`src/logic/codec_cfg_map.svh`:
```
// register offsets, field positions and reset values of the pll fraction,
// datapath setup and serial interface control a registers
// assumes byte wide registers addressed on page zero of the control port
`ifndef CODEC_CFG_MAP_SVH
`define CODEC_CFG_MAP_SVH

// register offsets
`define OFS_PAGE_SELECT 8'h00
`define OFS_PLL_FRACTION_HIGH 8'h05
`define OFS_PLL_FRACTION_LOW 8'h06
`define OFS_CODEC_DATAPATH_SETUP 8'h07
`define OFS_SERIAL_INTERFACE_CONTROL_A 8'h08

// reset values
`define RST_PAGE_SELECT 1'h0
`define RST_PLL_FRACTION_HIGH 8'h00
`define RST_PLL_FRACTION_LOW 6'h00
`define RST_CODEC_DATAPATH_SETUP 8'h00
`define RST_SERIAL_INTERFACE_CONTROL_A 8'h00

// pll fraction low register fields
`define FRAC_LOW_MSB 7
`define FRAC_LOW_LSB 2

// datapath setup fields
`define DP_REF_RATE_BIT 7
`define DP_ADC_DUAL_BIT 6
`define DP_DAC_DUAL_BIT 5
`define DP_LEFT_ROUTE_MSB 4
`define DP_LEFT_ROUTE_LSB 3
`define DP_RIGHT_ROUTE_MSB 2
`define DP_RIGHT_ROUTE_LSB 1

// serial interface control a fields
`define SA_BIT_CLK_MASTER_BIT 7
`define SA_WORD_CLK_MASTER_BIT 6
`define SA_OUT_TRISTATE_BIT 5
`define SA_CLK_KEEP_RUN_BIT 4
`define SA_EFFECT_3D_BIT 2
`define SA_MIC_MSB 1
`define SA_MIC_LSB 0

// digital microphone oversampling ratios
`define MIC_OSR_128 8'h80
`define MIC_OSR_64 8'h40
`define MIC_OSR_32 8'h20

`endif

```
`src/logic/codec_cfg_pkg.sv`:
```
// types shared by the codec configuration block and its surroundings
// assumes signed two's complement audio samples
package codec_cfg_pkg;

   // width of one audio sample lane
   localparam int SAMPLE_W = 16;

   // dac lane source selection
   typedef enum logic [1:0] {
      ROUTE_MUTE = 2'b00,
      ROUTE_OWN = 2'b01,
      ROUTE_OTHER = 2'b10,
      ROUTE_MONO = 2'b11
   } route_t;

   // digital microphone mode
   typedef enum logic [1:0] {
      MIC_OFF = 2'b00,
      MIC_OSR128 = 2'b01,
      MIC_OSR64 = 2'b10,
      MIC_OSR32 = 2'b11
   } mic_mode_t;

   // one stereo sample
   typedef struct packed {
      logic signed [SAMPLE_W-1:0] left;
      logic signed [SAMPLE_W-1:0] right;
   } sample_pair_t;

   // output and output enable of one pad
   typedef struct packed {
      logic o;
      logic oe;
   } pad_drive_t;

endpackage

```
`src/logic/codec_pll_datapath_serial_config.sv`:
```
// codec configuration registers: pll fraction, datapath setup and serial
// interface control a, plus the datapath routing and pin control they steer
// assumes a byte wide register port already decoded from the control bus,
// and master clocks generated elsewhere from the pll
`timescale 1ns/1ps
`include "codec_cfg_map.svh"

module codec_pll_datapath_serial_config
   import codec_cfg_pkg::*;
(
   // clock and reset
   input wire logic sys_clk,
   input wire logic reset,
   // register port
   input wire logic cfg_write,
   input wire logic cfg_read,
   input wire logic [7:0] cfg_addr,
   input wire logic [7:0] cfg_wdata,
   output logic [7:0] cfg_rdata,
   output logic cfg_rvalid,
   // codec power state
   input wire logic codec_powered_down,
   // alternate pin selection for the serial clocks
   input wire logic bit_clock_on_pin_two,
   input wire logic word_clock_on_pin_one,
   // master clocks from the local divider
   input wire logic master_bit_clock,
   input wire logic master_word_clock,
   // bit clock pad
   input wire logic bit_clock_i,
   output logic bit_clock_o,
   output logic bit_clock_oe,
   // word clock pad
   input wire logic word_clock_i,
   output logic word_clock_o,
   output logic word_clock_oe,
   // alternate pads
   input wire logic general_pin_one_i,
   output logic general_pin_one_o,
   output logic general_pin_one_oe,
   input wire logic general_pin_two_i,
   output logic general_pin_two_o,
   output logic general_pin_two_oe,
   // serial clocks seen by the interface logic
   output logic serial_bit_clock,
   output logic serial_word_clock,
   // serial data output
   input wire logic tx_bit,
   input wire logic tx_valid,
   output logic data_out_o,
   output logic data_out_oe,
   // playback samples
   input wire sample_pair_t play_in,
   input wire logic play_valid,
   output sample_pair_t dac_out,
   output logic dac_valid,
   // configuration to the rest of the codec
   output logic [13:0] pll_fraction,
   output logic pll_fraction_update,
   output logic reference_sample_rate,
   output logic adc_dual_rate,
   output logic dac_dual_rate,
   output logic effect_3d_enable,
   output logic mic_enable,
   output logic [7:0] mic_oversample
);

   // stored register contents
   logic page_one;
   logic [7:0] frac_high;
   logic [5:0] frac_low;
   logic [7:0] datapath_setup;
   logic [7:0] serial_ctrl_a;
   logic next_page_one;
   logic [7:0] next_frac_high;
   logic [5:0] next_frac_low;
   logic [7:0] next_datapath_setup;
   logic [7:0] next_serial_ctrl_a;
   logic [13:0] next_pll_fraction;
   logic next_pll_fraction_update;
   logic [7:0] next_cfg_rdata;
   logic next_cfg_rvalid;

   // decoded fields
   route_t left_route;
   route_t right_route;
   mic_mode_t mic_mode;
   logic bit_clk_master;
   logic word_clk_master;
   logic clocks_run;

   // one lane of the dac routing
   function automatic logic signed [SAMPLE_W-1:0] mix_lane(
      input route_t sel,
      input logic signed [SAMPLE_W-1:0] own,
      input logic signed [SAMPLE_W-1:0] other
   );
      logic signed [SAMPLE_W:0] sum;
      sum = {own[SAMPLE_W-1], own} + {other[SAMPLE_W-1], other};
      unique case (sel)
         ROUTE_MUTE: mix_lane = '0;
         ROUTE_OWN: mix_lane = own;
         ROUTE_OTHER: mix_lane = other;
         ROUTE_MONO: mix_lane = sum[SAMPLE_W:1];
      endcase
   endfunction

   function automatic logic hit(
      input logic [7:0] addr,
      input logic [7:0] ofs,
      input logic pg1
   );
      hit = (addr == ofs) && !pg1;
   endfunction

   // field decode
   assign left_route = route_t'(datapath_setup[`DP_LEFT_ROUTE_MSB:`DP_LEFT_ROUTE_LSB]);
   assign right_route = route_t'(datapath_setup[`DP_RIGHT_ROUTE_MSB:`DP_RIGHT_ROUTE_LSB]);
   assign mic_mode = mic_mode_t'(serial_ctrl_a[`SA_MIC_MSB:`SA_MIC_LSB]);
   assign bit_clk_master = serial_ctrl_a[`SA_BIT_CLK_MASTER_BIT];
   assign word_clk_master = serial_ctrl_a[`SA_WORD_CLK_MASTER_BIT];
   assign clocks_run = !codec_powered_down || serial_ctrl_a[`SA_CLK_KEEP_RUN_BIT];

   // configuration levels straight from the stored registers
   // reference rate select
   assign reference_sample_rate = datapath_setup[`DP_REF_RATE_BIT];
   assign adc_dual_rate = datapath_setup[`DP_ADC_DUAL_BIT];
   assign dac_dual_rate = datapath_setup[`DP_DAC_DUAL_BIT];
   assign effect_3d_enable = serial_ctrl_a[`SA_EFFECT_3D_BIT];

   // register writes, read answers and fraction hand-over
   always_comb begin
      next_page_one = page_one;
      next_frac_high = frac_high;
      next_frac_low = frac_low;
      next_datapath_setup = datapath_setup;
      next_serial_ctrl_a = serial_ctrl_a;
      next_pll_fraction = pll_fraction;
      next_pll_fraction_update = 1'b0;
      next_cfg_rdata = cfg_rdata;
      next_cfg_rvalid = 1'b0;
      if (cfg_write) begin
         if (cfg_addr == `OFS_PAGE_SELECT) begin
            next_page_one = cfg_wdata[0];
         end
         if (hit(cfg_addr, `OFS_PLL_FRACTION_HIGH, page_one)) begin
            next_frac_high = cfg_wdata;
         end
         if (hit(cfg_addr, `OFS_PLL_FRACTION_LOW, page_one)) begin
            next_frac_low = cfg_wdata[`FRAC_LOW_MSB:`FRAC_LOW_LSB];
            next_pll_fraction = {frac_high, cfg_wdata[`FRAC_LOW_MSB:`FRAC_LOW_LSB]};
            next_pll_fraction_update = 1'b1;
         end
         if (hit(cfg_addr, `OFS_CODEC_DATAPATH_SETUP, page_one)) begin
            next_datapath_setup = cfg_wdata;
         end
         if (hit(cfg_addr, `OFS_SERIAL_INTERFACE_CONTROL_A, page_one)) begin
            next_serial_ctrl_a = cfg_wdata;
         end
      end else if (cfg_read) begin
         next_cfg_rvalid = 1'b1;
         next_cfg_rdata = 8'h00;
         if (cfg_addr == `OFS_PAGE_SELECT) begin
            next_cfg_rdata = {7'h00, page_one};
         end else if (hit(cfg_addr, `OFS_PLL_FRACTION_HIGH, page_one)) begin
            next_cfg_rdata = frac_high;
         end else if (hit(cfg_addr, `OFS_PLL_FRACTION_LOW, page_one)) begin
            next_cfg_rdata = {frac_low, 2'h0};
         end else if (hit(cfg_addr, `OFS_CODEC_DATAPATH_SETUP, page_one)) begin
            next_cfg_rdata = datapath_setup;
         end else if (hit(cfg_addr, `OFS_SERIAL_INTERFACE_CONTROL_A, page_one)) begin
            next_cfg_rdata = serial_ctrl_a;
         end
      end
   end

   // register state
   always_ff @(posedge sys_clk or posedge reset) begin
      if (reset) begin
         page_one <= `RST_PAGE_SELECT;
         frac_high <= `RST_PLL_FRACTION_HIGH;
         frac_low <= `RST_PLL_FRACTION_LOW;
         datapath_setup <= `RST_CODEC_DATAPATH_SETUP;
         serial_ctrl_a <= `RST_SERIAL_INTERFACE_CONTROL_A;
         pll_fraction <= 14'h0000;
         pll_fraction_update <= 1'b0;
         cfg_rdata <= 8'h00;
         cfg_rvalid <= 1'b0;
      end else begin
         page_one <= next_page_one;
         frac_high <= next_frac_high;
         frac_low <= next_frac_low;
         datapath_setup <= next_datapath_setup;
         serial_ctrl_a <= next_serial_ctrl_a;
         pll_fraction <= next_pll_fraction;
         pll_fraction_update <= next_pll_fraction_update;
         cfg_rdata <= next_cfg_rdata;
         cfg_rvalid <= next_cfg_rvalid;
      end
   end

   // playback routing
   sample_pair_t next_dac_out;
   logic next_dac_valid;

   // dac lane selection and mono mix
   always_comb begin
      next_dac_out = dac_out;
      next_dac_valid = play_valid;
      if (play_valid) begin
         next_dac_out.left = mix_lane(left_route, play_in.left, play_in.right);
         next_dac_out.right = mix_lane(right_route, play_in.right, play_in.left);
      end
   end

   // playback registers
   always_ff @(posedge sys_clk or posedge reset) begin
      if (reset) begin
         dac_out <= '0;
         dac_valid <= 1'b0;
      end else begin
         dac_out <= next_dac_out;
         dac_valid <= next_dac_valid;
      end
   end

   // microphone decode
   logic next_mic_enable;
   logic [7:0] next_mic_oversample;

   always_comb begin
      next_mic_enable = 1'b1;
      next_mic_oversample = 8'h00;
      unique case (mic_mode)
         MIC_OFF: next_mic_enable = 1'b0;
         MIC_OSR128: next_mic_oversample = `MIC_OSR_128;
         MIC_OSR64: next_mic_oversample = `MIC_OSR_64;
         MIC_OSR32: next_mic_oversample = `MIC_OSR_32;
      endcase
   end

   // microphone registers
   always_ff @(posedge sys_clk or posedge reset) begin
      if (reset) begin
         mic_enable <= 1'b0;
         mic_oversample <= 8'h00;
      end else begin
         mic_enable <= next_mic_enable;
         mic_oversample <= next_mic_oversample;
      end
   end

   // pin drive
   pad_drive_t next_bit_pad;
   pad_drive_t next_word_pad;
   pad_drive_t next_pin_one;
   pad_drive_t next_pin_two;
   pad_drive_t next_data_pad;
   logic next_serial_bit_clock;
   logic next_serial_word_clock;

   // clock direction, alternate pins and data float control
   always_comb begin
      next_bit_pad = '0;
      next_word_pad = '0;
      next_pin_one = '0;
      next_pin_two = '0;
      if (bit_clk_master) begin
         next_bit_pad.o = master_bit_clock && clocks_run;
         next_bit_pad.oe = !bit_clock_on_pin_two;
         next_pin_two.o = master_bit_clock && clocks_run;
         next_pin_two.oe = bit_clock_on_pin_two;
         next_serial_bit_clock = master_bit_clock && clocks_run;
      end else begin
         next_serial_bit_clock = bit_clock_on_pin_two ? general_pin_two_i : bit_clock_i;
      end
      if (word_clk_master) begin
         next_word_pad.o = master_word_clock && clocks_run;
         next_word_pad.oe = !word_clock_on_pin_one;
         next_pin_one.o = master_word_clock && clocks_run;
         next_pin_one.oe = word_clock_on_pin_one;
         next_serial_word_clock = master_word_clock && clocks_run;
      end else begin
         next_serial_word_clock = word_clock_on_pin_one ? general_pin_one_i : word_clock_i;
      end
      next_data_pad.o = tx_valid ? tx_bit : 1'b0;
      next_data_pad.oe = tx_valid || !serial_ctrl_a[`SA_OUT_TRISTATE_BIT];
   end

   // pin registers
   always_ff @(posedge sys_clk or posedge reset) begin
      if (reset) begin
         bit_clock_o <= 1'b0;
         bit_clock_oe <= 1'b0;
         word_clock_o <= 1'b0;
         word_clock_oe <= 1'b0;
         general_pin_one_o <= 1'b0;
         general_pin_one_oe <= 1'b0;
         general_pin_two_o <= 1'b0;
         general_pin_two_oe <= 1'b0;
         data_out_o <= 1'b0;
         data_out_oe <= 1'b1;
         serial_bit_clock <= 1'b0;
         serial_word_clock <= 1'b0;
      end else begin
         bit_clock_o <= next_bit_pad.o;
         bit_clock_oe <= next_bit_pad.oe;
         word_clock_o <= next_word_pad.o;
         word_clock_oe <= next_word_pad.oe;
         general_pin_one_o <= next_pin_one.o;
         general_pin_one_oe <= next_pin_one.oe;
         general_pin_two_o <= next_pin_two.o;
         general_pin_two_oe <= next_pin_two.oe;
         data_out_o <= next_data_pad.o;
         data_out_oe <= next_data_pad.oe;
         serial_bit_clock <= next_serial_bit_clock;
         serial_word_clock <= next_serial_word_clock;
      end
   end

endmodule

```
`config.mk`:
```
export PLATFORM = sky130hd
export DESIGN_NAME = codec_pll_datapath_serial_config
export DESIGN_NICKNAME = d
export VERILOG_FILES = /design/src/logic/codec_cfg_pkg.sv /design/src/logic/codec_pll_datapath_serial_config.sv
export VERILOG_INCLUDE_DIRS = /design/src /design/src/logic
export SDC_FILE = /design/constraint.sdc
export NUM_CORES = 1
export LEC_CHECK = 0
export ABC_AREA = 1
export ABC_CLOCK_PERIOD_IN_PS = 5000
export BUFFER_PORTS_ARGS = -buffer_cell sky130_fd_sc_hd__buf_2
export CORE_MARGIN = 10
export CORE_UTILIZATION = 55
export CTS_CLUSTER_DIAMETER = 200
export CTS_CLUSTER_SIZE = 28
export DETAILED_ROUTE_END_ITERATION = 8
export PLACE_DENSITY = 0.82
export SYNTH_ARGS = -nofsm -noshare
export SYNTH_HDL_FRONTEND = slang
export SYNTH_SLANG_ARGS = --single-unit
export TNS_END_PERCENT = 20
```
`constraint.sdc`:
```
create_clock -name sys_clk -period 5 [get_ports sys_clk]
set_input_delay 0.25 -clock sys_clk [delete_from_list [all_inputs] [get_ports sys_clk]]
set_output_delay 0.25 -clock sys_clk [all_outputs]
set_load 0.01 [all_outputs]
```
==> key figures, run 1 <==
Final layout
  – Design Area, Final: 6720 um^2
  – Final core occ: 0.657
  – Seq. cell area: 2400 um^2
  – N_diodes: 0
  – Fillers: 965
  – Multi-input gate area: 2660 um^2
  – Commonest non-fill, non-tap cell in the layout: nand2_1
  – Area Growth Syn to Fin: 17.4%
  – Final #Nets: 1024
  – Most frequent cells in the layout: nand2_1, buf_2, inv_1
  – Ratio of cells with drive above 1 in the final layout: 0.201

Floorplan
  – Initial Util: 0.560
  – Row cnt: 37
  – Die H: 122 um
  – Die X: 122 um
  – I/O pins: 146
  – Die area: 14900 um^2
  – Core area: 10200 um^2

Timing
  – RSZ-0062 raised after global routing: no
  – Worst slew pin tran: 956 ps
  – Setup TNS: 0 ps
  – Final Max Slew Viols: 0
  – Clock Skew: 18.8 ps
  – Final setup violation count: 0
  – Count of final hold-check violations: 0
  – Max_slew headroom: 0.359
  – Final Cycle Share: 0.388
  – Worst Slack Setup Final: 3060 ps
  – Maximum clock rate: 0.516 GHz
  – Final min period: 1940 ps

Pwr
  – Sequential Power Share: 0.489
  – Pint: 1.16 mW
  – P_sw: 539 uW
  – Peak VDD IR: 194 uV
  – Pwr Total: 1.70 mW
  – Sw Share: 0.317
  – Comb pwr share: 0.185
  – PD cells: 253 nW/um^2
  – Lkg Pwr: 4.09 nW
  – Clk pwr share: 0.327

Setup path
  – R2R setup slack: 3060 ps
  – RR Endpoint: dac_out[31]
  – Reg2reg start: datapath_setup[4]
  – Crit path buf inv count: 3
  – Top delay family on crit path: simple AND/OR/NAND/NOR gates
  – Critical Path RT: 5320 ps
  – WP depth: 8
  – Slowest cell on the critical path: nor2_1
  – Crit-path max FO: 11
  – End of the critical path: dac_out[31]
  – R2R depth: 8
  – CP startpoint kind: flip-flop
  – WS Path Type: reg2reg
  – CP Capture Type: flip-flop
  – Max stage delay on crit path: 450 ps
  – Critical path, cell by cell: inv_1 -> nor2_1 -> inv_1 -> o22ai_1 -> inv_1 -> nand2_1 -> nand2_1 -> nand2_1
  – Critical Path AT: 2250 ps
  – CP startpoint: datapath_setup[4]

Place
  – Dpl ws: 2800 ps
  – IO Port Bufs: 140
  – Post-detail-place hpwl: 12500 um
  – Placed cell areas: 6480 um^2
  – GPL Wtd Cong: 0.931

Clock network
  – CTS Buf Count: 9
  – Clock sinks: 96
  – Post_cts resized: 0
  – Clk buf depth: 2
  – Reg clk slew, reported paths: 120 ps
  – CTS tree: yes
  – Postcts setup bufs: 0
  – H-Tree Level Count: 3
  – Clk_lat worst skew: 370 ps
  – Hold buffer count at cts: 1
  – Root Buffer Master: clkbuf_8

Synthesis
  – Synth Area in Adders: 0.0363
  – Post-synthesis simple-gate area fraction: 0.331
  – Main combinational cell family by area after synthesis: simple AND/OR/NAND/NOR gates
  – Sequential fraction of the synthesis area: 0.420
  – Synthesized area per cell: 7.06 um^2
  – Yosys warning total: 0
  – Post-synthesis compound-gate area fraction: 0.0874
  – Register bit count reported by yosys: 96
  – Syn Inst Count: 811
  – Netlist Area Pre-Place: 5730 um^2
  – Mux cell area share after synthesis: 0
  – Post-synthesis xor/xnor area fraction: 0.00765
  – Library cells used by synthesis: 43

Route
  – # DRC: 0
  – Drt initial violations: 582
  – Routed WL: 16100 um
  – Drt wl/cell: 14.9 um
  – Total number of vias: 5514
  – DR pass1 iterations: 5
  – Post-route ant nets: 0
  – Avg Vias per Cell: 5.08

Run status
  – Status: finished, final reports clean

Worst hold path
  – Hold WC Path Type: in2reg

Flow run
  – Max-cap violation count: 0

Global routing
  – GR Overflow Total: 0
  – Vias in the first global route: 5095
  – First-pass GRT wire length: 25600 um
  – Initial antenna violation count: 0
  – Gr usage total: 0.210
  – Largest net degree at the start of global routing: 63
## cells by family after synthesis
kind of cell	after synthesis
compound gates	84
xor+xnor	5
buf+inv	166
flops	96
other cells	1
fa+ha+maj	16
simple gates	443
## worst min path at each step
stage                          startpoint                end  slack (ps)  cells after the start
finish              word_clock_on_pin_one      word_clock_oe          70                      2
global placement                    reset  mic_oversample[7]         280                      2
CTS                 word_clock_on_pin_one      word_clock_oe          60                      2
global route        word_clock_on_pin_one      word_clock_oe          60                      2
detailed placement                  reset  mic_oversample[5]         290                      2
floorplan                      play_valid          dac_valid         280                      0
## cells in the mapped netlist
cell type / number / area share
buf_2: 2 / 0.0017
inv_1: 136 / 0.089
nor2_4: 1 / 0.0020
xor2_1: 4 / 0.0061
o21ai_0: 17 / 0.015
fa_1: 1 / 0.0035
a21oi_1: 11 / 0.0096
o21ai_2: 10 / 0.015
or2_2: 1 / 0.0011
buf_1: 5 / 0.0033
xnor2_1: 1 / 0.0015
ha_1: 15 / 0.033
nand3b_1: 4 / 0.0052
nor4_4: 3 / 0.011
or2_1: 3 / 0.0033
or2_0: 2 / 0.0022
nand2_4: 1 / 0.0020
o221ai_1: 2 / 0.0031
o21ai_1: 20 / 0.017
dfrtp_1: 95 / 0.42
nand2_1: 334 / 0.22
nor4_2: 1 / 0.0022
clkbuf_1: 7 / 0.0046
nor3_1: 6 / 0.0052
o21bai_1: 2 / 0.0026
nor3_4: 1 / 0.0028
o22ai_1: 20 / 0.022
inv_4: 1 / 0.0011
dfstp_2: 1 / 0.0046
nor3_2: 1 / 0.0017
conb_1: 1 / 0.00065
nand3_1: 48 / 0.042
a31oi_1: 1 / 0.0011
inv_2: 4 / 0.0026
buf_6: 2 / 0.0039
nand3_2: 2 / 0.0035
nor2_1: 25 / 0.016
nand2_2: 6 / 0.0066
nand4_1: 3 / 0.0033
a221oi_1: 1 / 0.0015
clkinv_1: 1 / 0.00065
nor4_1: 1 / 0.0011
buf_4: 8 / 0.010
## final cells by class
type | count | share of cell area
multi-input combinational | 553 | 0.396
sequential | 96 | 0.358
timing repair buffer | 142 | 0.107
inverter | 142 | 0.0801
tap | 136 | 0.0253
clock buffer | 9 | 0.0184
clock inverter | 7 | 0.0151
## flip-flops by register name (all words and copies together), names as in the netlist, 3 cells and up
register	flops
mic_oversample	3
frac_high	8
pll_fraction	14
datapath_setup	8
cfg_rdata	8
dac_out	32
serial_ctrl_a	8
## power by group through the flow
stage | Clock, mW | Sequential, mW | Combinational, mW
after floorplan | 0 | 0.855 | 0.189
after global placement | 0 | 0.847 | 0.305
after detailed placement | 0 | 0.847 | 0.311
after CTS | 0.564 | 0.832 | 0.313
after global routing | 0.594 | 0.836 | 0.353
final | 0.556 | 0.832 | 0.314
## through the flow
stage	hold slack [ps]	instances
final	72.0	1085
after detailed placement	292	1068
after floorplan	281	815
after CTS	60.5	1085
after global placement	283	1068
after global routing	56.8	1085
## worst register-to-register path, stage by stage, from the launching register on
cell	delay (ps)
dfrtp_1	400
inv_1	70
nor2_1	450
inv_1	420
o22ai_1	260
inv_1	60
nand2_1	110
nand2_1	60
nand2_1	70
## metal layers
metal  GRT usage  up-vias  share of wire
met3      0.0504       12          0.076
met2       0.335      208           0.47
li1            -     2773              -
met1       0.284     2521           0.44
met5           0        -              0
met4      0.0492        0         0.0097
(Power assumes the default switching activity.)
==> run 2: changes to the inputs <==
--- a/config.mk
+++ b/config.mk
@@ -6,15 +6,15 @@
 export SDC_FILE = /design/constraint.sdc
 export NUM_CORES = 1
 export LEC_CHECK = 0
-export ABC_AREA = 1
-export ABC_CLOCK_PERIOD_IN_PS = 5000
+export ABC_AREA = 0
+export ABC_CLOCK_PERIOD_IN_PS = 1700
 export BUFFER_PORTS_ARGS = -buffer_cell sky130_fd_sc_hd__buf_2
 export CORE_MARGIN = 10
-export CORE_UTILIZATION = 55
+export CORE_UTILIZATION = 48
 export CTS_CLUSTER_DIAMETER = 200
 export CTS_CLUSTER_SIZE = 28
 export DETAILED_ROUTE_END_ITERATION = 8
-export PLACE_DENSITY = 0.82
+export PLACE_DENSITY = 0.77
 export SYNTH_ARGS = -nofsm -noshare
 export SYNTH_HDL_FRONTEND = slang
 export SYNTH_SLANG_ARGS = --single-unit
==> constraint.sdc (replaced) <==
create_clock -name sys_clk -period 1.7 [get_ports sys_clk]
set_input_delay 0.085 -clock sys_clk [delete_from_list [all_inputs] [get_ports sys_clk]]
set_output_delay 0.085 -clock sys_clk [all_outputs]
set_load 0.01 [all_outputs]
==> run 2 against run 1 <==
  * Non-clock buffer count increased by 85
  * Critical path type unchanged
  * Sequential share of layout area fell by 0.59 points
  * Power increased to 3.0 times the previous value
==> key figures, run 2 <==
Pwr
  – Peak VDD IR: 429 uV (+120%)
  – Lkg Pwr: 3.54 nW (-13%)
  – Pwr Total: 5.11 mW (+200%)
  – PD cells: 747 nW/um^2 (+200%)

Route
  – Avg Vias per Cell: 5.52 (+8.7%)
  – Drt wl/cell: 18.4 um (+23%)
  – DR pass1 iterations: 5 (unchanged)
  – Drt initial violations: 298 (-49%)
  – # DRC: 0 (unchanged)
  – Post-route ant nets: 0 (unchanged)
  – Total number of vias: 4613 (-16%)
  – Routed WL: 15300 um (-5.0%)

Setup path
  – CP startpoint kind: flip-flop
  – Crit-path max FO: 13 (+2)
  – WS Path Type: reg2reg
  – Critical Path RT: 1950 ps (-3370 ps)
  – CP Capture Type: flip-flop
  – Slowest cell on the critical path: dfrtp_1
  – Critical path, cell by cell: and4bb_4 -> and4b_1 -> buf_12 -> mux2_2
  – Max stage delay on crit path: 410 ps (-40 ps)
  – Critical Path AT: 1930 ps (-320 ps)

Place
  – GPL Wtd Cong: 0.880 (-5.5%)
  – IO Port Bufs: 140 (unchanged)
  – Post-detail-place hpwl: 11600 um (-6.9%)

Clock network
  – Clk buf depth: 2 (unchanged)
  – Clk_lat worst skew: 370 ps (about the same)
  – CTS Buf Count: 9 (unchanged)
  – Clock sinks: 96 (unchanged)
  – CTS tree: yes
  – H-Tree Level Count: 3 (unchanged)
  – Reg clk slew, reported paths: 100 ps (-20 ps)
  – Root Buffer Master: clkbuf_8

Synthesis
  – Synth top area share: 0.460 (+0.0453)
  – Sequential fraction of the synthesis area: 0.466 (+0.0458)
  – Register bit count reported by yosys: 96 (unchanged)
  – Synthesized area per cell: 10.7 um^2 (+51%)
  – EDFF count, synth: 0 (unchanged)
  – Netlist Area Pre-Place: 5160 um^2 (-9.8%)
  – Top-count cell post-synth: dfrtp_1
  – Post-synth ARST share: 1.00 (unchanged)
  – Most frequent cells after synthesis: dfrtp_1, a21oi_1, nor2_1, mux2_2, a22oi_1
  – Ys flop type: dfrtp_1
  – Yosys warning total: 0 (unchanged)
  – Library cells used by synthesis: 56 (+30%)
  – Largest cells by area after synthesis: dfrtp_1, mux2_2, a21oi_1
  – Cell taking the most area after synthesis: dfrtp_1
  – Syn Inst Count: 483 (-40%)

Flow run
  – Max-cap violation count: 0 (unchanged)

Floorplan
  – Die area: 15300 um^2 (+2.8%)
  – Die H: 124 um (+1.4%)
  – Initial Util: 0.496 (-0.0640)
  – Die X: 124 um (+1.4%)
  – Core area: 10400 um^2 (+1.8%)
  – Row cnt: 37 (unchanged)
  – I/O pins: 146 (unchanged)

Run status
  – Status: finished, final reports clean

Global routing
  – GR Overflow Total: 0 (unchanged)
  – Initial antenna violation count: 0 (unchanged)
  – Vias in the first global route: 4989 (-2.1%)
  – First-pass GRT wire length: 24700 um (-3.3%)
  – Gr usage total: 0.201 (-0.00924)
  – Largest net degree at the start of global routing: 30 (-52%)

Final layout
  – Ratio of cells with drive above 1 in the final layout: 0.416 (+0.215)
  – Max reg flops: 32 (unchanged)
  – Commonest non-fill, non-tap cell in the layout: buf_2
  – N_diodes: 0 (unchanged)
  – Most frequent cells in the layout: buf_2, dfrtp_1, buf_4
  – Area Growth Syn to Fin: 32.3%
  – Largest Register: dac_out
  – Biggest regs: dac_out: 32 flops, pll_fraction: 14 flops
  – Final #Nets: 774 (-24%)

Timing
  – Worst slew pin tran: 563 ps (-393 ps)
  – Setup TNS: 0 ps (unchanged)
  – Maximum clock rate: 0.597 GHz (+16%)
  – RSZ-0062 raised after global routing: yes
  – Final setup violation count: 0 (unchanged)
  – Max_slew headroom: 0.624 (+0.265)
  – Final Max Slew Viols: 0 (unchanged)
  – Final Cycle Share: 0.986 (+0.598)
  – Count of final hold-check violations: 0 (unchanged)
  – Clock Skew: 9.20 ps (-9.57 ps)
  – Final min period: 1680 ps (-263 ps)

Worst hold path
  – Hold WC Path Type: in2reg
run 2: cell types whose count changed after synthesis, moves of 10 or more:
cell / before / now
mux2_4: 0 / 15
o21ai_1: 20 / 0
inv_1: 136 / 4
nand2_1: 334 / 25
o21ai_2: 10 / 0
a22oi_1: 0 / 28
mux2_2: 0 / 34
nor2b_1: 0 / 14
nor2_1: 25 / 38
a21oi_1: 11 / 54
nand3_1: 48 / 6
a21o_1: 0 / 16
o22ai_1: 20 / 1
run 2: critical path: cells and delay by family (launching register included):
family                 cells  cell delay, ps
DFF                        1             410
buffers and inverters      1             180
muxes                      1             350
and+or+nand+nor            2             610
run 2: what timing repair did:
action                                  4_1_cts  5_1_grt
buffers inserted                              0        1
gates resized for setup                       0        8
endpoints found under the setup margin        0       24
endpoints found under the hold margin        58        0
hold buffers                                 19        0
run 2: report_power, final:
group          leakage, nW  total [mW]  internal (mW)  switching [mW]
clock network       0.0938        1.46          0.566           0.899
logic                 2.19        1.15          0.542           0.607
registers             1.26        2.49           2.41          0.0834
run 2: path summary, 6_finish.rpt:
check                                   endpoint  cells past startpoint  slack (ps)        startpoint
min in group asynchronous        pll_fraction[7]                      3         310             reset
worst max register to register  pll_fraction[11]                      4          20          page_one
worst min-delay path                  dac_out[4]                      5         100        play_in[4]
worst min register to register       data_out_oe                      1         460  serial_ctrl_a[5]
max in group asynchronous           cfg_rdata[7]                      4         800             reset
worst max-delay path            pll_fraction[11]                      4          20          page_one
run 2: cells by family after synthesis:
family,Yosys count,share of synthesized area
compound gates,146,0.181
other cells,1,0.000726
flops,96,0.466
mux,55,0.129
fa+ha+maj,16,0.0402
buf+inv,35,0.0356
simple gates,122,0.127
xor+xnor,12,0.0204
run 2: layout make-up:
type | instances | area, um^2
inverters | 4 | 18.8
clock inverters | 7 | 65.1
repair buffers | 227 | 1430
clock buffers | 9 | 124
well taps | 136 | 170
multi-input cells | 356 | 2620
fillers | 837 | 3580
flip-flops and latches | 96 | 2400
run 2: layer usage:
layer  routed length (um)  track usage
met5                    0            0
met4                  272       0.0662
met3                 1270       0.0561
met2                 7650        0.348
met1                 6150        0.236
run 2: through the flow:
step | instance area, um^2 | util | instances | hold WS [ps] | setup slack, ps
after floorplan | 5180 | - | 487 | 116 | -29.1
after global placement | 6410 | 0.615 | 799 | 167 | -323
after detailed placement | 6410 | 0.615 | 799 | 172 | -376
after CTS | 6790 | 0.652 | 834 | 73.7 | 6.27
after global routing | 6830 | 0.656 | 835 | 103 | -23.1
final | 6830 | 0.656 | 835 | 99.3 | 24.2
